**src/design/scsc_defines.vh**
```
/*
 constants for the system clock source selector: configuration word 2 field
 positions, erased values, source and mode encodings.
 assumes nothing beyond being included once per compile unit.
*/
`ifndef SCSC_DEFINES_VH
`define SCSC_DEFINES_VH

`define SCSC_CFG_W 16
`define SCSC_PDM_LO 0
`define SCSC_PDM_HI 1
`define SCSC_CSM_LO 6
`define SCSC_CSM_HI 7
`define SCSC_IOC_LO 8
`define SCSC_IOC_HI 10

`define SCSC_PDM_EXT 2'h0
`define SCSC_PDM_STD 2'h1
`define SCSC_PDM_HS 2'h2
`define SCSC_PDM_OFF 2'h3

`define SCSC_IOC_FRC 3'h0
`define SCSC_IOC_FAST_RC_WITH_PLL 3'h1
`define SCSC_IOC_PRI 3'h2
`define SCSC_IOC_PRIPLL 3'h3
`define SCSC_IOC_SEC 3'h4
`define SCSC_IOC_LOW_POWER_INTERNAL_RC 3'h5
`define SCSC_IOC_RSVD 3'h6
`define SCSC_IOC_FAST_RC_WITH_DIVIDER 3'h7

`define SCSC_CSM_FULL_ON 2'h0

// source select, one-hot: primary, secondary, fast rc, low power rc
`define SCSC_SRC_W 4
`define SCSC_SRC_PRI 4'h1
`define SCSC_SRC_SEC 4'h2
`define SCSC_SRC_FRC 4'h4
`define SCSC_SRC_LOW_POWER_INTERNAL_RC 4'h8

// primary type, one-hot: external clock, standard crystal, high-speed crystal
`define SCSC_PT_W 3
`define SCSC_PT_NONE 3'h0
`define SCSC_PT_EXT 3'h1
`define SCSC_PT_STD 3'h2
`define SCSC_PT_HS 3'h4

`define SCSC_PLL_MHZ 96
`define SCSC_FRC_MHZ 8
`define SCSC_DIV_W 3
`define SCSC_DIV_RST 3'h0

`endif

```
**src/design/scsc_top.v**
```verilog
/*
 system clock source selector: latches configuration word 2 at power-on,
 decodes the source, primary type, pll use, divider use, switch and monitor
 enables, and makes the instruction cycle clock enable (fosc/2).
 assumes CFG_WORD2 is stable while RESETN is low and the first cycles after;
 RESETN low is a power-on reset. clocks are modelled as selects and enables.
*/
// Functional notes
// - system clock comes from exactly one of four sources.
// - primary or fast rc through pll gives usb clock and system clock.
// - fast rc runs at 8 MHz, programmable divider may reduce it.
// - instruction cycle clock is processor clock divided by two.
// - some primary modes put instruction cycle clock on oscillator output pin.
// - at power-on source comes from word 2 bits 1:0 and 10:8.
// - erased device starts in fast rc with divider, codes 11 and 111.
// - clock switching allowed only when upper switch/monitor bit is zero.
// - fail-safe clock monitor enabled only when both bits are zero.
// - with mode 11, 101 low power rc, 100 secondary, 110 reserved.
// - 011 primary with pll, 010 without; mode gives primary type.
// - with mode 11, 001 fast rc with pll, 000 plain fast rc.
// - internal and secondary modes take pin function from configuration bit.
`timescale 1ns/1ps
`default_nettype none
`include "scsc_defines.vh"

module scsc_top #(
  parameter DIV_W = `SCSC_DIV_W
) (
  input wire CLK,
  input wire RESETN,
  input wire [`SCSC_CFG_W-1:0] CFG_WORD2,
  input wire OSC_OUT_PIN_FUNCTION,
  input wire SWITCH_REQ,
  input wire [`SCSC_SRC_W-1:0] SWITCH_SRC,
  input wire [DIV_W-1:0] FRC_DIV_SEL,
  output reg [`SCSC_SRC_W-1:0] SYS_SRC,
  output reg [`SCSC_PT_W-1:0] PRIMARY_TYPE,
  output reg PLL_EN,
  output reg USB_CLK_EN,
  output reg FRC_DIV_EN,
  output reg [DIV_W-1:0] FRC_DIV,
  output reg CLK_SWITCH_EN,
  output reg FAILSAFE_MON_EN,
  output reg CFG_RESERVED,
  output reg INSTR_CLK_EN,
  output reg OSC_OUT_IS_FCY,
  output reg OSC_OUT_IS_GPIO
);

  reg loaded;
  reg [`SCSC_CFG_W-1:0] cfg;
  reg fcy_phase;
  reg [`SCSC_SRC_W-1:0] next_src;
  reg [`SCSC_PT_W-1:0] next_pt;
  reg next_pll;
  reg next_div;
  reg next_rsvd;
  wire [1:0] pdm;
  wire [2:0] ioc;
  wire [1:0] csm;
  wire sw_en;
  wire mon_en;
  wire src_onehot;

  assign pdm = cfg[`SCSC_PDM_HI:`SCSC_PDM_LO];
  assign ioc = cfg[`SCSC_IOC_HI:`SCSC_IOC_LO];
  assign csm = cfg[`SCSC_CSM_HI:`SCSC_CSM_LO];
  assign sw_en = ~csm[1];
  assign mon_en = (csm == `SCSC_CSM_FULL_ON);
  assign src_onehot = (SWITCH_SRC == `SCSC_SRC_PRI) || (SWITCH_SRC == `SCSC_SRC_SEC) ||
    (SWITCH_SRC == `SCSC_SRC_FRC) || (SWITCH_SRC == `SCSC_SRC_LOW_POWER_INTERNAL_RC);

  // decode of the power-on configuration
  always @* begin
    next_src = `SCSC_SRC_FRC;
    next_pt = `SCSC_PT_NONE;
    next_pll = 1'b0;
    next_div = 1'b0;
    next_rsvd = 1'b0;
    case (ioc)
      `SCSC_IOC_FAST_RC_WITH_DIVIDER: begin
        next_div = 1'b1;
      end
      `SCSC_IOC_LOW_POWER_INTERNAL_RC: begin
        next_src = `SCSC_SRC_LOW_POWER_INTERNAL_RC;
      end
      `SCSC_IOC_SEC: begin
        next_src = `SCSC_SRC_SEC;
      end
      `SCSC_IOC_PRIPLL, `SCSC_IOC_PRI: begin
        next_src = `SCSC_SRC_PRI;
        next_pll = (ioc == `SCSC_IOC_PRIPLL);
        case (pdm)
          `SCSC_PDM_EXT: next_pt = `SCSC_PT_EXT;
          `SCSC_PDM_STD: next_pt = `SCSC_PT_STD;
          `SCSC_PDM_HS: begin
            next_pt = `SCSC_PT_HS;
            next_pll = 1'b0; // high-speed crystal has no pll mode
            next_rsvd = (ioc == `SCSC_IOC_PRIPLL);
          end
          default: next_rsvd = 1'b1;
        endcase
      end
      `SCSC_IOC_FAST_RC_WITH_PLL: begin
        next_pll = 1'b1;
      end
      `SCSC_IOC_FRC: begin
        next_src = `SCSC_SRC_FRC;
      end
      default: begin
        next_rsvd = 1'b1; // reserved code falls back to fast rc
      end
    endcase
  end

  always @(posedge CLK or negedge RESETN) begin
    if (!RESETN) begin
      loaded <= 1'b0;
      cfg <= {`SCSC_CFG_W{1'b1}}; // erased state
      SYS_SRC <= `SCSC_SRC_FRC;
      PRIMARY_TYPE <= `SCSC_PT_NONE;
      PLL_EN <= 1'b0;
      USB_CLK_EN <= 1'b0;
      FRC_DIV_EN <= 1'b1;
      FRC_DIV <= `SCSC_DIV_RST;
      CLK_SWITCH_EN <= 1'b0;
      FAILSAFE_MON_EN <= 1'b0;
      CFG_RESERVED <= 1'b0;
      fcy_phase <= 1'b0;
      INSTR_CLK_EN <= 1'b0;
      OSC_OUT_IS_FCY <= 1'b0;
      OSC_OUT_IS_GPIO <= 1'b0;
    end else begin
      loaded <= 1'b1;
      if (!loaded) begin
        cfg <= CFG_WORD2; // captured once after release
      end else begin
        // exactly one source: the decoded one, or SWITCH_SRC while an allowed request is held
        SYS_SRC <= next_src;
        PRIMARY_TYPE <= next_pt;
        PLL_EN <= next_pll;
        USB_CLK_EN <= next_pll;
        FRC_DIV_EN <= next_div;
        CFG_RESERVED <= next_rsvd;
        CLK_SWITCH_EN <= sw_en;
        FAILSAFE_MON_EN <= mon_en;
        if (CLK_SWITCH_EN && SWITCH_REQ && src_onehot) begin
          SYS_SRC <= SWITCH_SRC;
          PLL_EN <= 1'b0;
          USB_CLK_EN <= 1'b0; // no pll after a switch
          FRC_DIV_EN <= (SWITCH_SRC == `SCSC_SRC_FRC);
        end
        if (CLK_SWITCH_EN) begin
          cfg <= cfg;
        end
      end
      if (FRC_DIV_EN) begin
        FRC_DIV <= FRC_DIV_SEL;
      end else begin
        FRC_DIV <= `SCSC_DIV_RST;
      end
      fcy_phase <= ~fcy_phase;
      INSTR_CLK_EN <= fcy_phase;
      OSC_OUT_IS_FCY <= (SYS_SRC == `SCSC_SRC_PRI) && (PRIMARY_TYPE == `SCSC_PT_EXT);
      OSC_OUT_IS_GPIO <= (SYS_SRC != `SCSC_SRC_PRI) && OSC_OUT_PIN_FUNCTION;
    end
  end

endmodule
`default_nettype wire

```
**config.mk**
```make
export PLATFORM = sky130hd
export DESIGN_NAME = scsc_top
export DESIGN_NICKNAME = d
export VERILOG_FILES = /design/src/design/scsc_top.v
export VERILOG_INCLUDE_DIRS = /design/src /design/src/design
export SDC_FILE = /design/constraint.sdc
export NUM_CORES = 1
export LEC_CHECK = 0
export ABC_AREA = 0
export BUFFER_PORTS_ARGS = -buffer_cell sky130_fd_sc_hd__buf_2
export CAP_MARGIN = 20
export CORE_MARGIN = 2
export CORE_UTILIZATION = 42
export CTS_CLUSTER_SIZE = 20
export DETAILED_ROUTE_END_ITERATION = 8
export PLACE_DENSITY = 0.79
export SYNTH_ARGS = -nofsm -noshare
export SYNTH_HDL_FRONTEND = slang
export SYNTH_SLANG_ARGS = --single-unit
export TNS_END_PERCENT = 20
```
**constraint.sdc**
```tcl
create_clock -name CLK -period 1.1 [get_ports CLK]
set_input_delay 0.11 -clock CLK [delete_from_list [all_inputs] [get_ports CLK]]
set_output_delay 0.11 -clock CLK [all_outputs]
set_load 0.01 [all_outputs]
```
==> flow_summary.json <==
{
  "p_leak_nw": 0.834,
  "num_vias": 972,
  "pre_cts_ws_ps": -190,
  "clkTransAtPathRegs_ps": 150,
  "cts-buffers-inserted": 3,
  "grt_pass1_wl_mm": 4.37,
  "postRouteAntennaNets": 0,
  "status": "complete, but fails checks",
  "cts_tree": "yes",
  "path_class": "reg -> reg",
  "period_minus_slack_ps": 1230,
  "final_hold_viol_count": 0,
  "fin_skew_ps": 4.46,
  "maxSlewHeadroom": 0.619,
  "path_max_fanout": 2,
  "required_ps": 1350,
  "cap_violations": 0,
  "area_delta_synth_final_pct": 49.2,
  "io_pins": 46,
  "dp_hpwl_mm": 1.83,
  "hold_path_class": "in -> reg",
  "first_pass_iters": 3,
  "drv_slew": 0,
  "tightest_slew_ps": 571,
  "die_area_um2": 3210,
  "num_rows": 19,
  "cts_max_path_buffers": 2,
  "fin_cells": 200,
  "hold_ws_ps": 24.3,
  "ys_ff_latch": 27,
  "grt_max_degree": 30,
  "syn-cell-area_um2": 1160,
  "htree_levels": 1,
  "rsz0062_at_grt": "yes",
  "drive_above_1_share": 0.497,
  "gp_congestion": 0.735,
  "layout_setup_ws_ps": -128,
  "drtIter0Drc": 11,
  "wl_per_cell_um": 12.9,
  "seq_area_frac_synth": 0.590,
  "die_w_um": 56.6,
  "grt_use_total": 0.175,
  "coreArea_um2": 2690,
  "start_util": 0.433,
  "cts_root_buf": "clkbuf_4",
  "worstPathArrival_ps": 1480,
  "fin_crit_sh": 1.12,
  "antenna_cells": 0,
  "end_kind": "flip-flop",
  "routed_wl_mm": 2.58,
  "syn_avg_cell_area_um2": 11.2,
  "synth_warnings": 0,
  "grt_pass1_vias": 1047,
  "regToRegSetupSlack_ps": -130,
  "grt_overflow": 0,
  "startpoint_type": "flip-flop",
  "yosysUniqueCellTypes": 28,
  "dp_cells": 182,
  "violations": "setup timing",
  "cellPowerDensity_nw_per_um2": 1230,
  "viasPerCell": 4.86,
  "syn_nets": 131,
  "clk_latency_ps": 330,
  "nets": 197,
  "final-setup-viol-count": 13,
  "antenna_found_initial": 0,
  "clock_sinks": 27,
  "max_freq_mhz": 815,
  "ir_drop_mv": 1.04,
  "drc": 0,
  "synth_cells": 104,
  "dieHeight_um": 56.6,
  "io_buffer_count": 36,
  "p_total_mw": 2.14
}
## state kept, by name, summed over array words and instances, names as in the netlist
name             cells
INSTR_CLK_EN         1
SYS_SRC              4
loaded               1
FRC_DIV_EN           1
cfg                  7
CLK_SWITCH_EN        1
FRC_DIV              3
FAILSAFE_MON_EN      1
CFG_RESERVED         1
fcy_phase            1
OSC_OUT_IS_GPIO      1
PRIMARY_TYPE         3
USB_CLK_EN           1
OSC_OUT_IS_FCY       1
## metal layers
| layer | share of wire | wire [um] | vias to the layer above | track usage |
|---|---|---|---|---|
| li1 | - | - | 483 | - |
| met1 | 0.40 | 1040 | 460 | 0.192 |
| met2 | 0.55 | 1430 | 27 | 0.344 |
| met3 | 0.037 | 96 | 2 | 0.0230 |
| met4 | 0.0062 | 16 | 0 | 0.0476 |
| met5 | 0 | 0 | - | 0 |
## area by class of cell
cell class | count | area, um2
Fill cell | 213 | 950
Sequential cell | 27 | 687
Timing Repair Buffer | 65 | 488
Multi-Input combinational cell | 64 | 459
Tap cell | 31 | 38.8
Inverter | 9 | 33.8
Clock buffer | 3 | 22.5
Clock inverter | 1 | 7.51
## worst paths after layout
kind                                         from                  endpoint  cells past startpoint
min                                  CFG_WORD2[6]        cfg[6]$_DFFE_PN1N_                      2
max reg2reg                SYS_SRC[2]$_DFFE_PN1P_  OSC_OUT_IS_FCY$_DFF_PN0_                      2
min in group asynchronous                  RESETN      FRC_DIV[2]$_DFF_PN0_                      2
max                        SYS_SRC[2]$_DFFE_PN1P_  OSC_OUT_IS_FCY$_DFF_PN0_                      2
min reg2reg                   fcy_phase$_DFF_PN0_    INSTR_CLK_EN$_DFF_PN0_                      0
max in group asynchronous                  RESETN        cfg[7]$_DFFE_PN1N_                      2
## stage by stage
step           area [um2]  utilization  setup TNS, ps
6_report             1740        0.646           -933
5_1_grt              1740        0.646          -1740
4_1_cts              1700        0.634           -943
3_5_place_dp         1490        0.555           -805
3_3_place_gp         1490        0.555           -360
2_1_floorplan        1170            -           -447
## power by group
part	internal (mW)	leakage (nW)	total, mW	switching (mW)
clock	0.139	0.0139	0.439	0.299
sequential	1.10	0.323	1.16	0.0590
combinational	0.307	0.496	0.537	0.230
## cell usage after synthesis (all sizes together)
| master | n | area share |
|---|---|---|
| and2 | 4 | 0.022 |
| nand4 | 1 | 0.0054 |
| xor2 | 1 | 0.0075 |
| nor4b | 2 | 0.026 |
| o22ai | 2 | 0.011 |
| nor2b | 2 | 0.011 |
| clkbuf | 2 | 0.0065 |
| dfstp | 9 | 0.20 |
| a31oi | 5 | 0.027 |
| nand4b | 1 | 0.0075 |
| a311oi | 1 | 0.013 |
| xnor2 | 1 | 0.0075 |
| inv | 9 | 0.029 |
| or4b | 1 | 0.0086 |
| dfrtp | 18 | 0.39 |
| nand3 | 7 | 0.030 |
| and3b | 1 | 0.0075 |
| nand2b | 1 | 0.0054 |
| mux2 | 7 | 0.068 |
| nand3b | 1 | 0.0065 |
| nor2 | 11 | 0.035 |
| a21oi | 2 | 0.0086 |
| buf | 2 | 0.011 |
| conb | 1 | 0.0032 |
| o21ai | 7 | 0.030 |
| nand2 | 4 | 0.013 |
| o211ai | 1 | 0.011 |
## cell usage in the layout (no fill, tap or decap), drive strengths merged, types with 2 or more instances in the layout
cell,instances
a21oi,2
a31oi,5
and2,4
buf,54
clkbuf,3
dfrtp,18
dfstp,9
dlygate4sd3,11
inv,9
mux2,7
nand2,4
nand3,7
nor2,11
nor2b,2
nor4b,2
o21ai,7
o22ai,2
## worst max-delay path, cell delays in order, from the launching register on
cell and delay (ps):
dfstp_2 400, or4b_4 540, nor4b_2 210
## kinds of logic (layout without fill, tap and decap cells)
| group | count (synthesis) | count (layout) | share of synthesized area |
|---|---|---|---|
| other | 1 | 1 | 0.00322 |
| flip-flops | 27 | 27 | 0.590 |
| AO/OA/AOI/OAI | 18 | 18 | 0.100 |
| AND/OR/NAND/NOR | 36 | 36 | 0.177 |
| buffers and inverters | 13 | 78 | 0.0462 |
| multiplexers | 7 | 7 | 0.0677 |
| XOR/XNOR | 2 | 2 | 0.0151 |
## timing repair
action,CTS,global route
endpoints found under the hold margin,27,1
pin swaps,7,1
hold buffers,10,1
gates resized for setup,17,2
setup buffers,1,2
endpoints found under the setup margin,17,17
Power figures use the tool's default switching activity.
